`src/ist_pkg.sv`:
```
// constants and types for the I2C slave transmitter
package ist_pkg;
   // register byte offsets
   localparam logic [7:0] IST_OFS_ADDR = 8'h00;
   localparam logic [7:0] IST_OFS_BUF  = 8'h04;
   localparam logic [7:0] IST_OFS_CTL1 = 8'h08;
   localparam logic [7:0] IST_OFS_CTL2 = 8'h0C;
   localparam logic [7:0] IST_OFS_CTL3 = 8'h10;
   localparam logic [7:0] IST_OFS_MASK = 8'h14;
   localparam logic [7:0] IST_OFS_STAT = 8'h18;
   localparam logic [7:0] IST_OFS_ISTS = 8'h1C;
   localparam logic [7:0] IST_OFS_IMSK = 8'h20;
   // field positions
   localparam int IST_C1_RELEASE  = 4;
   localparam int IST_C1_ENABLE   = 5;
   localparam int IST_C2_ACK_STATUS_BIT  = 6;
   localparam int IST_C3_SLAVE_COLLISION_DETECT_ENABLE    = 2;
   localparam int IST_C3_START_IE = 5;
   localparam int IST_ST_BF       = 0;
   localparam int IST_ST_RW       = 2;
   localparam int IST_ST_START    = 3;
   localparam int IST_ST_STOP     = 4;
   localparam int IST_IRQ_PORT    = 0;
   localparam int IST_IRQ_BCOL    = 1;
   // reset values and counts
   localparam logic [7:0] IST_RST_ADDR = 8'h00;
   localparam logic [7:0] IST_RST_MASK = 8'hFF;
   localparam logic [3:0] IST_ADDR_BITS = 4'h8;
   localparam logic [3:0] IST_LAST_BIT  = 4'h7;

   typedef enum logic [2:0]
   {
      IST_IDLE = 3'b000,
      IST_ADDR = 3'b001,
      IST_AACK = 3'b010,
      IST_TX   = 3'b011,
      IST_MACK = 3'b100
   } ist_state_type;
endpackage

```
`src/ist_slave_tx.sv`:
```
// I2C slave transmitter with APB registers
// Function
// - matched read address sets read/write bit
// - address into buffer, acknowledge ninth bit
// - after address ack clear release, hold SCL
// - buffer write also loads shift register
// - setting release bit frees SCL
// - SDA changes only on falling SCL or on a buffer write
// - master acknowledge sampled on ninth rise
// - not-acknowledge ends transfer, go idle
// - interrupt flag on ninth falling edge
// - collision with detect enabled sets flag
// - after collision go idle
// - start sets start bit, optional interrupt
// - buffer read clears buffer-full bit
// - ack status, collision flag and address shift-in update on rise
// - ack stretches clock, nack does not
// - restart or stop ends addressing
`timescale 1ns/100ps
`default_nettype none
module ist_slave_tx
   import ist_pkg::*;
(
   // clock and reset
   input  wire logic        I_CORE_CLK,
   input  wire logic        I_RSTN,
   // APB slave
   input  wire logic        I_PSEL,
   input  wire logic        I_PENABLE,
   input  wire logic        I_PWRITE,
   input  wire logic [7:0]  I_PADDR,
   input  wire logic [31:0] I_PWDATA,
   output logic      [31:0] O_PRDATA,
   output logic             O_PREADY,
   output logic             O_PSLVERR,
   // I2C link, open drain
   input  wire logic        I_SCL,
   output logic             O_SCL,
   output logic             O_SCL_OE_N,
   input  wire logic        I_SDA,
   output logic             O_SDA,
   output logic             O_SDA_OE_N,
   // interrupt
   output logic             O_IRQ
);
   ist_state_type state;
   logic [1:0]  pins;
   logic        scl_s;
   logic        sda_s;
   logic        scl_d;
   logic        sda_d;
   logic        scl_rise;
   logic        scl_fall;
   logic        start_det;
   logic        stop_det;
   logic [7:0]  slave_addr;
   logic [7:0]  mask_reg;
   logic [7:0]  buf_reg;
   logic [7:0]  shift;
   logic [3:0]  bit_cnt;
   logic        enable;
   logic        clk_rel;
   logic        slave_collision_detect_enable;
   logic        start_ie;
   logic        ack_status;
   logic        bf;
   logic        rw;
   logic        start_seen;
   logic        stop_seen;
   logic [1:0]  irq_status;
   logic [1:0]  irq_mask;
   logic        wr;
   logic        rd;
   logic        mapped;
   logic        addr_match;
   logic        addr_done;
   logic        collision;
   logic        ninth_fall;
   logic [1:0]  irq_set;
   logic [1:0]  irq_clr;
   logic [7:0]  next_rdata;

   ist_sync #(.W(2), .RST_VAL(2'h3)) u_sync
   (
      .i_clk  (I_CORE_CLK),
      .i_rstn (I_RSTN),
      .i_d    ({I_SDA, I_SCL}),
      .o_q    (pins)
   );
   assign scl_s = pins[0];
   assign sda_s = pins[1];

   always_ff @(posedge I_CORE_CLK or negedge I_RSTN)
   begin
      if (!I_RSTN)
      begin
         scl_d <= 1'b1;
         sda_d <= 1'b1;
      end
      else
      begin
         scl_d <= scl_s;
         sda_d <= sda_s;
      end
   end

   assign scl_rise  = scl_s & ~scl_d;
   assign scl_fall  = ~scl_s & scl_d;
   assign start_det = scl_s & scl_d & sda_d & ~sda_s;
   assign stop_det  = scl_s & scl_d & ~sda_d & sda_s;

   // APB decode: zero wait states, read data captured in setup
   assign wr       = I_PSEL & I_PENABLE & I_PWRITE & mapped;
   assign rd       = I_PSEL & I_PENABLE & ~I_PWRITE & mapped;
   assign O_PREADY = 1'b1;
   assign O_PSLVERR = I_PSEL & I_PENABLE & ~mapped;

   always_comb
   begin
      mapped     = 1'b1;
      next_rdata = 8'h00;
      unique case (I_PADDR)
         IST_OFS_ADDR: next_rdata = slave_addr;
         IST_OFS_BUF:  next_rdata = buf_reg;
         IST_OFS_CTL1:
         begin
            next_rdata[IST_C1_RELEASE] = clk_rel;
            next_rdata[IST_C1_ENABLE]  = enable;
         end
         IST_OFS_CTL2: next_rdata[IST_C2_ACK_STATUS_BIT] = ack_status;
         IST_OFS_CTL3:
         begin
            next_rdata[IST_C3_SLAVE_COLLISION_DETECT_ENABLE]    = slave_collision_detect_enable;
            next_rdata[IST_C3_START_IE] = start_ie;
         end
         IST_OFS_MASK: next_rdata = mask_reg;
         IST_OFS_STAT:
         begin
            next_rdata[IST_ST_BF]    = bf;
            next_rdata[IST_ST_RW]    = rw;
            next_rdata[IST_ST_START] = start_seen;
            next_rdata[IST_ST_STOP]  = stop_seen;
         end
         IST_OFS_ISTS: next_rdata[1:0] = irq_status;
         IST_OFS_IMSK: next_rdata[1:0] = irq_mask;
         default:      mapped = 1'b0;
      endcase
   end

   always_ff @(posedge I_CORE_CLK or negedge I_RSTN)
   begin
      if (!I_RSTN)
         O_PRDATA <= 32'h0000_0000;
      else if (I_PSEL & ~I_PENABLE & ~I_PWRITE)
         O_PRDATA <= {24'h00_0000, next_rdata};
   end

   // software configuration
   always_ff @(posedge I_CORE_CLK or negedge I_RSTN)
   begin
      if (!I_RSTN)
      begin
         slave_addr <= IST_RST_ADDR;
         mask_reg   <= IST_RST_MASK;
         enable     <= 1'b0;
         slave_collision_detect_enable      <= 1'b0;
         start_ie   <= 1'b0;
         irq_mask   <= 2'h0;
      end
      else if (wr)
      begin
         if (I_PADDR == IST_OFS_ADDR)
            slave_addr <= I_PWDATA[7:0];
         if (I_PADDR == IST_OFS_MASK)
            mask_reg <= I_PWDATA[7:0];
         if (I_PADDR == IST_OFS_CTL1)
            enable <= I_PWDATA[IST_C1_ENABLE];
         if (I_PADDR == IST_OFS_CTL3)
         begin
            slave_collision_detect_enable    <= I_PWDATA[IST_C3_SLAVE_COLLISION_DETECT_ENABLE];
            start_ie <= I_PWDATA[IST_C3_START_IE];
         end
         if (I_PADDR == IST_OFS_IMSK)
            irq_mask <= I_PWDATA[1:0];
      end
   end

   assign addr_match = ((shift[7:1] ^ slave_addr[7:1]) & mask_reg[7:1]) == 7'h00;
   assign addr_done  = (state == IST_ADDR) & scl_fall & (bit_cnt == IST_ADDR_BITS);
   // released high bit read back low
   assign collision  = (state == IST_TX) & scl_rise & shift[7] & ~sda_s & slave_collision_detect_enable;
   assign ninth_fall = scl_fall & ((state == IST_AACK) | (state == IST_MACK));

   // transfer sequencer and output shift register
   always_ff @(posedge I_CORE_CLK or negedge I_RSTN)
   begin
      if (!I_RSTN)
      begin
         state   <= IST_IDLE;
         shift   <= 8'h00;
         bit_cnt <= 4'h0;
      end
      else
      begin
         if (!enable)
            state <= IST_IDLE;
         // restart re-arms address phase, stop drops out
         else if (start_det)
         begin
            state   <= IST_ADDR;
            bit_cnt <= 4'h0;
         end
         else if (stop_det)
            state <= IST_IDLE;
         else
         begin
            unique case (state)
               IST_IDLE: ;
               IST_ADDR:
               begin
                  if (scl_rise)
                  begin
                     shift   <= {shift[6:0], sda_s};
                     bit_cnt <= bit_cnt + 4'h1;
                  end
                  // write direction belongs to the receiver, not here
                  if (addr_done)
                     state <= (addr_match & shift[0]) ? IST_AACK : IST_IDLE;
               end
               IST_AACK:
                  if (scl_fall)
                  begin
                     state   <= IST_TX;
                     bit_cnt <= 4'h0;
                  end
               IST_TX:
               begin
                  if (collision)
                     state <= IST_IDLE;
                  // next bit presented after falling edge
                  else if (scl_fall)
                  begin
                     shift   <= {shift[6:0], 1'b1};
                     bit_cnt <= bit_cnt + 4'h1;
                     if (bit_cnt == IST_LAST_BIT)
                        state <= IST_MACK;
                  end
               end
               IST_MACK:
                  if (scl_fall)
                  begin
                     state   <= ack_status ? IST_IDLE : IST_TX;
                     bit_cnt <= 4'h0;
                  end
               default: state <= IST_IDLE;
            endcase
         end
         if (wr && (I_PADDR == IST_OFS_BUF))
            shift <= I_PWDATA[7:0];
      end
   end

   // master acknowledge taken on the ninth rise
   always_ff @(posedge I_CORE_CLK or negedge I_RSTN)
   begin
      if (!I_RSTN)
         ack_status <= 1'b0;
      else if ((state == IST_MACK) && scl_rise)
         ack_status <= sda_s;
   end

   // transfer buffer and buffer-full flag
   always_ff @(posedge I_CORE_CLK or negedge I_RSTN)
   begin
      if (!I_RSTN)
      begin
         buf_reg <= 8'h00;
         bf      <= 1'b0;
      end
      else
      begin
         // reading the buffer frees it
         if (rd && (I_PADDR == IST_OFS_BUF))
            bf <= 1'b0;
         if (wr && (I_PADDR == IST_OFS_BUF))
            buf_reg <= I_PWDATA[7:0];
         // matched address lands in buffer; set wins
         if (addr_done && addr_match && shift[0])
         begin
            buf_reg <= shift;
            bf      <= 1'b1;
         end
      end
   end

   // bus status bits; all move on falling edges or start/stop
   always_ff @(posedge I_CORE_CLK or negedge I_RSTN)
   begin
      if (!I_RSTN)
      begin
         rw         <= 1'b0;
         start_seen <= 1'b0;
         stop_seen  <= 1'b0;
      end
      else
      begin
         if (start_det)
         begin
            start_seen <= 1'b1;
            stop_seen  <= 1'b0;
            rw         <= 1'b0;
         end
         if (stop_det)
         begin
            start_seen <= 1'b0;
            stop_seen  <= 1'b1;
            rw         <= 1'b0;
         end
         if (addr_done && addr_match && shift[0])
            rw <= 1'b1;
      end
   end

   // clock release: hardware clear beats a same-cycle software write
   always_ff @(posedge I_CORE_CLK or negedge I_RSTN)
   begin
      if (!I_RSTN)
         clk_rel <= 1'b1;
      // stretch after address ack; and after master ack
      else if (scl_fall && ((state == IST_AACK) || ((state == IST_MACK) && !ack_status)))
         clk_rel <= 1'b0;
      else if (wr && (I_PADDR == IST_OFS_CTL1))
         clk_rel <= I_PWDATA[IST_C1_RELEASE];
   end

   // interrupt status, write one to clear, set wins
   always_comb
   begin
      irq_set = 2'h0;
      irq_clr = 2'h0;
      // one flag per byte on ninth fall; start if enabled
      irq_set[IST_IRQ_PORT] = ninth_fall | (start_det & start_ie & enable);
      irq_set[IST_IRQ_BCOL] = collision;
      if (wr && (I_PADDR == IST_OFS_ISTS))
         irq_clr = I_PWDATA[1:0];
   end

   always_ff @(posedge I_CORE_CLK or negedge I_RSTN)
   begin
      if (!I_RSTN)
      begin
         irq_status <= 2'h0;
         O_IRQ      <= 1'b0;
      end
      else
      begin
         irq_status <= (irq_status & ~irq_clr) | irq_set;
         O_IRQ      <= |(irq_status & irq_mask);
      end
   end

   // open-drain drivers; registered so the pins never glitch
   always_ff @(posedge I_CORE_CLK or negedge I_RSTN)
   begin
      if (!I_RSTN)
      begin
         O_SDA_OE_N <= 1'b1;
         O_SCL_OE_N <= 1'b1;
      end
      else
      begin
         O_SDA_OE_N <= ~((state == IST_AACK) | ((state == IST_TX) & ~shift[7]));
         // hold SCL low in the transmit state while release bit is clear
         O_SCL_OE_N <= ~((state == IST_TX) & ~clk_rel);
      end
   end
   assign O_SDA = 1'b0;
   assign O_SCL = 1'b0;
endmodule
`default_nettype wire

```
`src/ist_sync.sv`:
```
// two-flop synchroniser for the link pins
`timescale 1ns/100ps
`default_nettype none
module ist_sync
#(
   parameter int         W       = 2,
   parameter logic [1:0] RST_VAL = 2'h3
)
(
   // clock and reset
   input  wire logic         i_clk,
   input  wire logic         i_rstn,
   // pins in, synchronised out
   input  wire logic [W-1:0] i_d,
   output logic      [W-1:0] o_q
);
   logic [W-1:0] meta;

   genvar g;
   generate
      for (g = 0; g < W; g++)
      begin : g_bit
         always_ff @(posedge i_clk or negedge i_rstn)
         begin
            if (!i_rstn)
            begin
               meta[g] <= RST_VAL[g];
               o_q[g]  <= RST_VAL[g];
            end
            else
            begin
               meta[g] <= i_d[g];
               o_q[g]  <= meta[g];
            end
         end
      end
   endgenerate
endmodule
`default_nettype wire
```
`config.mk`:
```
export PLATFORM = sky130hd
export DESIGN_NAME = ist_slave_tx
export DESIGN_NICKNAME = d
export VERILOG_FILES = /design/src/ist_pkg.sv /design/src/ist_slave_tx.sv /design/src/ist_sync.sv
export SDC_FILE = /design/constraint.sdc
export NUM_CORES = 1
export LEC_CHECK = 0
export BUFFER_PORTS_ARGS = -buffer_cell sky130_fd_sc_hd__buf_2
export CAP_MARGIN = 20
export CORE_MARGIN = 2
export CORE_UTILIZATION = 50
export DETAILED_ROUTE_END_ITERATION = 16
export HOLD_SLACK_MARGIN = 0.05
export PLACE_DENSITY = 0.73
export SLEW_MARGIN = 20
export SYNTH_ARGS = -nofsm -noshare
export SYNTH_HDL_FRONTEND = slang
export SYNTH_HIERARCHICAL = 1
export SYNTH_SLANG_ARGS = --single-unit
```
`constraint.sdc`:
```
create_clock -name I_CORE_CLK -period 4.7 [get_ports I_CORE_CLK]
set_input_delay 0.235 -clock I_CORE_CLK [delete_from_list [all_inputs] [get_ports I_CORE_CLK]]
set_output_delay 0.235 -clock I_CORE_CLK [all_outputs]
set_load 0.01 [all_outputs]
```
Word-level counts from Yosys, hierarchy flattened
Cells that the tools add are included.
{"block": "word_totals", "out_inout_bits": 39, "latchBits": 0, "elab_cells": 187, "input_bits": 47, "rom_bits": 0, "mem_count": 0, "register_bits": 69, "ram_bits": 0}
{"block": "op_classes", "n_eq_ne": 30, "n_mul": 0, "n_mux": 49, "order_cmp": 0, "add_sub_neg": 1, "n_bitwise": 47, "div_mod_pow": 0, "n_shift": 0, "n_reduce_logical": 33}
{"operator": "two-way mux 8 bit", "n": 9}
{"operator": "equality test 8 x 5 -> 1 bit, second input constant", "n": 4}
{"operator": "bitwise AND 1 bit", "n": 27}
{"operator": "two-way mux 3 bit", "n": 9}
{"operator": "two-way mux 4 bit", "n": 6}
{"operator": "one-hot mux 1 bit (5 select lines)", "n": 4}
{"operator": "equality test 8 x 4 -> 1 bit, second input constant", "n": 2}
{"operator": "one-hot mux 8 bit (2 select lines)", "n": 1}
{"operator": "inequality test 3 bit, second input constant", "n": 5}
{"operator": "inequality test 5 bit, second input constant", "n": 3}
{"operator": "one-hot mux 3 bit (5 select lines)", "n": 1}
{"operator": "AND reduction 7 bit", "n": 2}
{"operator": "inequality test 6 bit, second input constant", "n": 2}
{"operator": "one-hot mux 4 bit (3 select lines)", "n": 1}
{"operator": "two-way mux 1 bit", "n": 11}
{"operator": "NOT 1 bit", "n": 11}
{"operator": "AND reduction 2 bit", "n": 5}
{"operator": "nonzero test 2 bit", "n": 5}
{"operator": "logical AND 1 bit", "n": 9}
{"operator": "OR reduction 9 bit", "n": 1}
{"operator": "equality test 8 x 3 -> 1 bit, second input constant", "n": 1}
{"operator": "equality test 8 x 6 -> 1 bit, second input constant", "n": 1}
{"operator": "zero test 8 bit", "n": 1}
{"operator": "one-hot mux 1 bit (4 select lines)", "n": 2}
{"operator": "other kinds (28)", "n": 37}

Logic depth before layout (Yosys ltp)
Gate-level depths: netlist of run 1.
{"block": "logic_depth", "ltp_word": 12, "ltp_mapped": 8, "mapped_depth_nobuf": 7}

Hierarchy
Netlist of run 1, hierarchy kept.
{"mod": "ist_slave_tx", "seq_area_each_um2": 1642.8, "cells_each": 383, "instances": 1, "area_each_um2": 3776.1}
{"mod": "ist_sync", "seq_area_each_um2": 105.1, "cells_each": 4, "instances": 1, "area_each_um2": 105.1}

Worst setup path before layout of run 1
OpenSTA, ideal clock, no wires.
{"block": "synth_timing", "path_type": "reg-to-reg", "startpoint": "register slave_addr[6]", "endpoint": "register buf_reg[1]", "t_required_ns": 4.575, "period_less_slack_ns": 1.978, "setup_time_ns": 0.125, "setup_slack_ns": 2.722, "arrival_ns": 1.854, "path_buffers": 0, "stages_incl_launch_ff": 6, "path_cell_list": "dfrtp_1 xor2_1 a2111oi_2 nand4_1 nor4_4 mux2_2"}
{"block": "synth_via", "elab_chain_cells": 6, "word_cells_on_any_way": 7, "cone_classes": "mux (1); bitwise (2); reduce/logical (4)"}
{"item": "from (decl)", "line": "ist_slave_tx.sv:56", "text": "logic [7:0] slave_addr;"}
{"item": "from (signal assigned)", "line": "ist_slave_tx.sv:173", "text": "slave_addr <= I_PWDATA[7:0];"}
{"item": "XOR 7 bit (*)", "line": "ist_slave_tx.sv:188", "text": "assign addr_match = ((shift[7:1] ^ slave_addr[7:1]) & mask_reg[7:1]) == 7'h00;"}
{"item": "bitwise AND 7 bit (*)", "line": "ist_slave_tx.sv:188"}
{"item": "zero test 7 bit (*)", "line": "ist_slave_tx.sv:188"}
{"item": "logical AND 1 bit (*) (2 in series)", "line": "ist_slave_tx.sv:288", "text": "if (addr_done && addr_match && shift[0])"}
{"item": "two-way mux 8 bit / nonzero test 2 bit (equally long branches)"}
{"item": "to (signal assigned)", "line": "ist_slave_tx.sv:286", "text": "buf_reg <= I_PWDATA[7:0];"}
{"item": "to (signal assigned)", "line": "ist_slave_tx.sv:290", "text": "buf_reg <= shift;"}
{"item": "to (decl)", "line": "ist_slave_tx.sv:58", "text": "logic [7:0] buf_reg;"}
Mark *: on every way between the ends. The rest lies on a longest branch, timed or not.
A chain may end at the register's enable or synchronous reset.

Worst setup path in the final report of run 1
{"block": "layout_timing", "startpoint": "register shift[6]", "endpoint": "register buf_reg[6]"}
{"block": "layout_via", "elab_chain_cells": 6, "word_cells_on_any_way": 7, "cone_classes": "mux (1); bitwise (2); reduce/logical (4)"}
{"item": "from (decl)", "line": "ist_slave_tx.sv:59", "text": "logic [7:0] shift;"}
{"item": "from (signal assigned)", "line": "ist_slave_tx.sv:223", "text": "shift <= {shift[6:0], sda_s};"}
{"item": "from (signal assigned)", "line": "ist_slave_tx.sv:243", "text": "shift <= {shift[6:0], 1'b1};"}
{"item": "from (signal assigned)", "line": "ist_slave_tx.sv:259", "text": "shift <= I_PWDATA[7:0];"}
{"item": "XOR 7 bit", "line": "ist_slave_tx.sv:188"}
{"item": "bitwise AND 7 bit", "line": "ist_slave_tx.sv:188"}
{"item": "zero test 7 bit", "line": "ist_slave_tx.sv:188"}
{"item": "logical AND 1 bit (2 in series)", "line": "ist_slave_tx.sv:288"}
{"item": "two-way mux 8 bit / nonzero test 2 bit (equally long branches)"}
Parallel ways exist; a longest one is shown, timed or not.

==> results of run 1 <==
## worst max-delay path by stage
stage                               from                     end
3_5_place_dp                  I_PADDR[5]  buf_reg[2]$_DFFE_PN0P_
6_report            shift[6]$_DFFE_PN0P_  buf_reg[6]$_DFFE_PN0P_
5_1_grt             state[0]$_DFFE_PN0P_  buf_reg[5]$_DFFE_PN0P_
3_3_place_gp        shift[6]$_DFFE_PN0P_  buf_reg[5]$_DFFE_PN0P_
4_1_cts             shift[6]$_DFFE_PN0P_  buf_reg[2]$_DFFE_PN0P_
2_1_floorplan  slave_addr[6]$_DFFE_PN0P_  buf_reg[1]$_DFFE_PN0P_
## per-stage QoR
stage                     setup slack [ns]  utilization, %
after floorplan                       2.72               -
after CTS                             2.37            55.2
after global placement                2.41            52.5
after global routing                  2.23            55.2
final                                 2.35            55.2
after detailed placement              2.30            52.5
## critical path: stages, from the launching register on
cell and delay [ns]:
dfrtp_1 0.43, xor2_1 0.17, a2111oi_2 0.35, nand4_1 0.23, nor4_4 0.64, mux2_2 0.41
## final cells by class
cell class	instances	area (um2)
Timing Repair Buffer	37	198
Clock buffer	15	156
Multi-Input combinational cell	280	1870
Clock inverter	1	30.0
Sequential cell	69	1750
Inverter	17	63.8
Tap cell	102	128
Fill cell	673	3410
## cells in the mapped netlist (3+ instances only)
cell type   n  area [um2]
nor3_1      9        45.0
dfstp_2    17         447
o31ai_1     3        22.5
a22oi_1     7        52.6
mux2i_1    15         150
a31oi_1     6        37.5
inv_1      17        63.8
a21oi_1    11        55.1
and2_1      3        18.8
nand3b_1    3        22.5
xor2_1      7        61.3
clkbuf_1   11        41.3
o21ai_1     9        45.0
or3_1       4        25.0
o2bb2ai_1   5        43.8
nor2_1     17        63.8
dfrtp_1    52        1300
nand2b_1    4        25.0
nand3_1    10        50.1
buf_4      27         203
o21ai_0    21         105
buf_2       7        35.0
nand2_1    40         150
mux2_2     31         349
nor2b_1     4        25.0
## per-layer routing
layer	GRT usage, %	up-vias	share of wire, %
met2	31.8	135	45
met4	9.83	0	2.0
met1	31.3	1485	46
li1	-	1378	-
met3	3.20	15	6.8
met5	0	-	0
## cells in the final DEF, fill, tap and decap left out, types with 2 or more instances in the layout
master and n:
nor3_1 9, ha_1 2, mux2i_1 15, mux2_2 31, a22oi_1 7, clkbuf_8 10
o31ai_1 3, xnor2_1 2, nand2b_1 4, dlygate4sd3_1 2, nor2_1 17, a2111oi_0 2
a21oi_1 11, o21ai_0 21, and4_1 2, nor2b_1 4, o2bb2ai_1 5, nand3b_1 3
nand4bb_1 2, buf_2 34, a21o_1 2, and2_1 3, nor4_1 2, nand3_1 10
and3_1 2, o21ai_1 9, nand2_1 40, a31oi_1 6, nand4_1 2, dfrtp_1 52
or3_1 4, clkbuf_1 5, dfstp_2 17, conb_1 27, inv_1 17, a22o_1 2
xor2_1 7
## power by group through the flow
stage | registers [mW] | clock network (mW) | logic (mW)
CTS | 0.624 | 0.478 | 0.0934
detailed placement | 0.635 | 0 | 0.0918
floorplan | 0.630 | 0 | 0.0697
global placement | 0.634 | 0 | 0.0904
global route | 0.627 | 0.505 | 0.104
finish | 0.624 | 0.473 | 0.0940
## cell families after synthesis
kind of cell               count (synthesis)  synth area share, %
adders and majority gates                  2                0.645
DFF                                       69                 45.0
muxes                                     48                 13.7
xor gates and xnor gates                   9                 2.03
other                                      2                0.193
and+or+nand+nor                          112                 15.2
buffers and inverters                     63                 9.12
AOI/OAI and AO/OA                         82                 14.0
## repair_timing
| item | 4_1_cts | 5_1_grt |
|---|---|---|
| setup buffers | 0 | 0 |
| hold buffers | 2 | 0 |
| endpoints found under the hold margin | 2 | 0 |
==> results_dict.tcl, run 1 <==
set metrics [dict create \
    intPower_mw 0.903 \
    crit_type "reg -> reg" \
    fin_crit_ns 2.35 \
    drtIter0Drc 219 \
    fmax_mhz 425 \
    ant_nets 0 \
    cts_buffers 9 \
    postPlaceCellArea_um2 3990 \
    io_buffer_count 34 \
    drt_wl_total_mm 8.63 \
    maxCapViolCount 0 \
    p_total_mw 1.19 \
    final_cell_area_um2 4200 \
    cp.arrival_ns 2.58 \
    synth_flop_cell "dfrtp_1" \
    cts_resized 0 \
    cp.required_ns 4.93 \
    grt_max_degree 70 \
    antenna_found_initial 0 \
    syn-instance-count 387 \
    tightest_slew_ns 0.860 \
    hold_class "in -> async" \
    r2r_slack_ns 2.35 \
    finalSetupViolations 0 \
    dp.cells 503 \
    cts_buffer_depth 2 \
    cts.sink_count 69 \
    yosysSeqAreaShare_pct 45.0 \
    dieArea_um2 8480 \
    synth_edf_count 0 \
    critical_path.startpoint_type "register" \
    ir_drop_v 0.000152 \
    clk_latency_ns 0.35 \
    cts_max_level 3 \
    start_util_pct 51.0 \
    ys_ff_latch 69 \
    yosys_warnings 6 \
    swShare_pct 24.2 \
    syn_area_um2 3880 \
    dp_hpwl_mm 6.18 \
    die_y_um 92.1 \
    period_share_pct 50.1 \
    synthArstFlopShare_pct 100 \
    grt_overflow 0 \
    endpoint_kind "register" \
    finalClockSkew_ns 0.00863 \
    reg2reg_from "shift[6]$_DFFE_PN0P_" \
    clkTransAtPathRegs_ns 0.07 \
    synth.distinct_cells 61 \
    vias_per_cell 5.78 \
    globalRouteTotalUtil_pct 21.5 \
    slew_headroom_pct 42.7 \
    vias 3013 \
    p_switching_mw 0.288 \
    avgSynthCellArea_um2 10.0 \
    firstDrtPassIters 5 \
    drc 0 \
    power.share.clock_pct 39.7 \
    wl_per_cell_um 16.6 \
    cp_max_fo 10 \
    antenna_cells 0 \
    seq_power_share_pct 52.4 \
    core_um2 7610 \
    finalHoldViolations 0 \
    area.growth.synth_to_final_pct 8.12 \
    final_cells 521 \
    p_leak_nw 1.80 \
    rsz0062_at_grt "false" \
    r2r-end "buf_reg[6]$_DFFE_PN0P_" \
    ios 86 \
    clockRootBuffer "clkbuf_8" \
    fin_hold_ws_ns 0.0808 \
    cts_tree "built" \
    grt_pass1_wl_mm 14.2 \
    powerDensity_nw_per_um2 284 \
    final_nets 463 \
    die-width_um 92.1 \
    fin_setup_tns_ns 0 \
    first_global_vias 2779 \
    final_max_slew_viol_count 0 \
    status "completed" \
    num_rows 32 \
    pwr-share-comb_pct 7.9 \
    drive_gt1_share_pct 24.1 \
    gp_congestion 0.871 \
    r2r_cells 5 \
]
Power figures use the tool's default switching activity.
==> run 2, diff against run 1 <==
- ABC_AREA: default -> 1
- clock period: 4.7 -> 2.28 ns (I/O delays scaled with it)
==> run 2 against run 1 <==
Compared with the run above: sequential share of layout area shrank 2.4 points; die area grew 3.9%; first-iteration DRC count grew 41%; power increased by 130%; routed wire length up 14%; sequential cell count stayed put; critical endpoint is now shift[7]$_DFFE_PN0P_.
==> results_dict.tcl, run 2 <==
set metrics [dict create \
    synthArstFlopShare_pct 100 \
    firstDrtPassIters 5 \
    cts_setup_buffers 0 \
    num_rows 32 \
    clockRootBuffer "clkbuf_8" \
    period_share_pct 81.7 \
    cts_buffer_depth 2 \
    synth_top_cell_by_area "dfrtp_1" \
    first_global_vias 3418 \
    cp_max_fo 18 \
    r2r_slack_ns 0.42 \
    fin_setup_tns_ns 0 \
    cts.sink_count 69 \
    syn_area_um2 4040 \
    drt_wl_total_mm 9.86 \
    ios 86 \
    ant_nets 0 \
    maxCapViolCount 0 \
    critical_path.startpoint_type "register" \
    antenna_cells 0 \
    p_leak_nw 2.25 \
    cts_max_level 3 \
    drive_gt1_share_pct 17.9 \
    final_cell_area_um2 4450 \
    synth.distinct_cells 37 \
    area.growth.synth_to_final_pct 10.1 \
    finalHoldViolations 0 \
    start_util_pct 52.0 \
    fmax_mhz 537 \
    hold_class "in -> reg" \
    finalSetupViolations 0 \
    final_max_slew_viol_count 0 \
    ys_ff_latch 69 \
    io_buffer_count 34 \
    layout_commonest_cell "nand2_1" \
    crit_type "reg -> reg" \
    clkTransAtPathRegs_ns 0.07 \
    cts_buffers 9 \
    post-synth-top-count-cell "nand2_1" \
    post-place-ws_ns 0.441 \
    die-width_um 93.9 \
    ir_drop_v 0.000381 \
    rsz0062_at_grt "false" \
    powerDensity_nw_per_um2 606 \
    avgSynthCellArea_um2 7.64 \
    yosys_warnings 6 \
    drtIter0Drc 309 \
    yosys.area.top_type_share_pct 32.2 \
    dp_hpwl_mm 7.08 \
    cp.arrival_ns 2.09 \
    fin_crit_ns 1.86 \
    globalRouteTotalUtil_pct 24.2 \
    cts_tree "built" \
    synth_flop_cell "dfrtp_1" \
    wl_per_cell_um 14.4 \
    vias_per_cell 5.27 \
    vias 3607 \
    fin_util_pct 57.3 \
    layout_common_cells "nand2_1, inv_1, nor2_1, dfrtp_1, nand3_1" \
    final_nets 626 \
    cp.required_ns 2.51 \
    fill_cells 760 \
    drc 0 \
    fin_ws_ns 0.416 \
    grt_overflow 0 \
    core_um2 7770 \
    yosys-top-cells-count "nand2_1, inv_1, nor2_1, dfrtp_1, nand3_1" \
    endpoint_kind "register" \
    synth_area_leaders "dfrtp_1, nand2_1, dfstp_2" \
    antenna_found_initial 0 \
    syn-instance-count 529 \
    yosysSeqAreaShare_pct 43.3 \
    clk_latency_ns 0.35 \
    finalClockSkew_ns 0.0124 \
    gp_congestion 0.915 \
    postPlaceCellArea_um2 4190 \
    die_y_um 93.9 \
    synth_edf_count 0 \
    grt_pass1_wl_mm 16.4 \
    dieArea_um2 8820 \
    status "completed" \
    grt_max_degree 70 \
]
## run 2: cell types whose count changed after synthesis, sizes merged, moves of 6 or more
cell,previous run,this run
nor3,9,3
xor2,7,1
nand4,2,21
clkbuf,11,1
nor2,17,64
o21ai,30,42
mux2,32,0
nand2,40,151
inv,17,62
a22oi,7,0
mux2i,15,0
nand3,10,49
## run 2: repair_timing
item,CTS,global route
hold buffers,10,0
endpoints found under the hold margin,64,0
gates resized for setup,0,0
## run 2: power by group
part           internal, mW  switching (mW)
Combinational         0.144           0.257
Clock                 0.388           0.482
Sequential             1.31           0.114
## run 2: kinds of logic (layout without fill, tap and decap cells)
logic type	after synthesis	in the layout	synth area share, %
flip-flops	69	69	43.3
other	2	27	0.186
AO/OA/AOI/OAI	64	64	9.01
XOR/XNOR	1	1	0.217
buffers and inverters	98	126	12.8
AND/OR/NAND/NOR	293	293	33.9
adder cells (fa/ha/maj)	2	2	0.619
## run 2: cell type report
class,count,area [um2],area share [%]
Tap cell,102,128,2.87
Clock buffer,11,131,2.95
Clock inverter,5,27.5,0.619
Timing Repair Buffer,48,313,7.03
Sequential cell,69,1750,39.3
Inverter,62,233,5.23
Multi-Input combinational cell,387,1870,42.0
## run 2: worst paths after layout
kind	cells after the start	start	endpoint
max reg2reg	9	u_sync/o_q[1]$_DFF_PN1_	shift[7]$_DFFE_PN0P_
min in group asynchronous	3	I_RSTN	stop_seen$_DFFE_PN0P_
max in group asynchronous	3	I_RSTN	mask_reg[4]$_DFFE_PN1P_
max	9	u_sync/o_q[1]$_DFF_PN1_	shift[7]$_DFFE_PN0P_
min	3	I_PWRITE	bf$_DFFE_PN0P_
min reg2reg	0	u_sync/meta[1]$_DFF_PN1_	u_sync/o_q[1]$_DFF_PN1_
## run 2: metrics by stage
step | hold slack [ns] | power, mW | std cells
after floorplan | -0.182 | 1.71 | 554
after global placement | 0.162 | 1.82 | 658
after detailed placement | 0.168 | 1.83 | 658
after CTS | 0.0580 | 2.70 | 684
after global routing | 0.0804 | 2.82 | 684
final | 0.0624 | 2.70 | 684
## run 2: per-layer routing
metal / share of wire, % / GRT usage, %
met1: 45 / 32.3
met2: 46 / 38.9
met3: 6.7 / 3.77
met4: 2.8 / 10.5
met5: 0 / 0
## run 2: critical path: stages, from the launching register on
cell	delay, ns
dfstp_2	0.56
nand3_1	0.10
nor2_1	0.24
nor2_1	0.14
nand2_1	0.09
inv_2	0.06
nand3_2	0.29
nor2_1	0.07
nand2_1	0.08
nand3_1	0.09
==> run 3, diff against run 2 <==
- PLACE_DENSITY: 0.73 -> 0.76
- clock period: 2.28 -> 1.6 ns (I/O delays scaled with it)
==> run 3 against run 2 <==
Compared with the run above: the flow now finishes with violations (negative setup slack); sequential power increased by 42%; clock skew is 0.0013 ns higher; worst setup slack worse by 0.49 ns; die area did not move; maximum frequency increased by 12%; non-clock buffer count rose by 41; sequential cell count unchanged; final cell count rose by 6.1%; critical endpoint unchanged; largest cell class unchanged; highest routed layer unchanged.
==> results_dict.tcl, run 3 (same netlist as run 2, synthesis figures left out) <==
set metrics [dict create \
    r2r-end "shift[7]$_DFFE_PN0P_" \
    cts.sink_count 69 \
    fin_ws_ns -0.0702 \
    p_leak_nw 2.57 \
    fmax_mhz 599 \
    post-place-ws_ns -0.0977 \
    firstDrtPassIters 5 \
    layout_commonest_cell "nand2_1" \
    hold_class "in -> reg" \
    fin_crit_ns 1.67 \
    maxCapViolCount 0 \
    violations "negative setup slack" \
    fin_setup_tns_ns -0.624 \
    cts_buffers 9 \
    min-delay-start "I_PSEL" \
    ios 86 \
    regArea_um2 1750 \
    dp.cells 685 \
    start_util_pct 52.0 \
    period_share_pct 104 \
    reg2reg_from "scl_d$_DFF_PN1_" \
    cts_buffer_depth 2 \
    dieArea_um2 8820 \
    io_buffer_count 34 \
    die_y_um 93.9 \
    antenna_cells 0 \
    r2r_slack_ns -0.07 \
    drt_wl_total_mm 11.0 \
    cts_max_level 3 \
    crit_end "shift[7]$_DFFE_PN0P_" \
    dp_hpwl_mm 7.35 \
    r2r_cells 10 \
    gp_congestion 0.915 \
    fin_hold_ws_ns 0.0889 \
    die-width_um 93.9 \
    cp_max_fo 4 \
    status "complete, but fails checks" \
    multi_input_area_um2 2070 \
    ant_nets 0 \
    layout_common_cells "nand2_1, inv_1, dfrtp_1, nor2_1, nand3_1" \
    finalHoldViolations 0 \
    drtIter0Drc 274 \
    endpoint_kind "register" \
    wl_per_cell_um 15.2 \
    cp.required_ns 1.84 \
    ir_drop_v 0.000546 \
    vias 3811 \
    finalClockSkew_ns 0.0137 \
    slew_headroom_pct 65.3 \
    area.growth.synth_to_final_pct 27.7 \
    antenna_found_initial 0 \
    cp.arrival_ns 1.91 \
    powerDensity_nw_per_um2 951 \
    final_cell_area_um2 5160 \
    num_rows 32 \
    grt_pass1_wl_mm 17.5 \
    postPlaceCellArea_um2 4420 \
    grt_max_degree 70 \
    vias_per_cell 5.25 \
    fill_cells 621 \
    globalRouteTotalUtil_pct 25.6 \
    drive_gt1_share_pct 29.6 \
    grt_overflow 0 \
    rsz0062_at_grt "true" \
    final_nets 668 \
    tightest_slew_ns 0.521 \
    crit_type "reg -> reg" \
    clk_latency_ns 0.36 \
    cts_tree "built" \
    final_cells 726 \
    core_um2 7770 \
    final_max_slew_viol_count 0 \
    clkTransAtPathRegs_ns 0.08 \
    first_global_vias 3623 \
    drc 0 \
    crit_start "scl_d$_DFF_PN1_" \
    finalSetupViolations 16 \
    clockRootBuffer "clkbuf_8" \
    critical_path.startpoint_type "register" \
]
==> run 3: report_power, final <==
| group | switching (mW) | internal, mW | leakage (nW) |
|---|---|---|---|
| logic | 0.517 | 0.403 | 1.66 |
| clock network | 0.752 | 1.20 | 0.134 |
| registers | 0.162 | 1.87 | 0.778 |
| total | 1.43 | 3.48 | 2.57 |
==> run 3: worst min-delay path by stage <==
stage	slack, ns	depth (start not counted)	to
5_1_grt	0.12	4	irq_status[1]$_DFF_PN0_
6_report	0.09	4	irq_status[1]$_DFF_PN0_
3_5_place_dp	0.13	2	state[2]$_DFFE_PN0P_
2_1_floorplan	-0.22	0	O_IRQ$_DFF_PN0_
3_3_place_gp	0.13	2	state[2]$_DFFE_PN0P_
4_1_cts	0.09	4	irq_status[1]$_DFF_PN0_
==> run 3: timing repair <==
item,in CTS,in global routing
pin swaps,3,19
hold buffers,12,0
setup endpoints to repair,22,24
setup buffers,6,4
gates cloned,1,2
resized for setup,27,36
endpoints found under the hold margin,74,0
==> run 3: routing by layer <==
| layer | global-route usage, % | up-vias | share of wire [%] |
|---|---|---|---|
| met2 | 41.3 | 158 | 48 |
| met5 | 0 | - | 0 |
| met4 | 9.78 | 0 | 2.0 |
| met3 | 4.01 | 14 | 6.6 |
| li1 | - | 1835 | - |
| met1 | 34.9 | 1804 | 44 |
==> run 3: cell type report <==
cell class | count | share of cell area, %
Multi-Input combinational cell | 388 | 40.2
Sequential cell | 69 | 33.9
Timing Repair Buffer | 89 | 13.7
Inverter | 62 | 4.51
Clock inverter | 7 | 2.84
Tap cell | 102 | 2.47
Clock buffer | 9 | 2.40
==> run 3: per-stage QoR <==
| stage | power [mW] | utilization [%] |
|---|---|---|
| after CTS | 4.82 | 64.2 |
| after global routing | 5.11 | 66.4 |
| final | 4.91 | 66.4 |
| after floorplan | 2.44 | - |
| after detailed placement | 2.75 | 56.9 |
| after global placement | 2.71 | 56.9 |
==> run 3: critical path, cell delays in order, from the launching register on <==
cell and delay, ns:
dfstp_2 0.64, nand3_4 0.10, nor2_4 0.14, nor2_2 0.05
nand2_1 0.08, inv_2 0.06, nand3_4 0.14, clkbuf_16 0.17
nor2_1 0.04, nand2_1 0.05, nand3_1 0.08
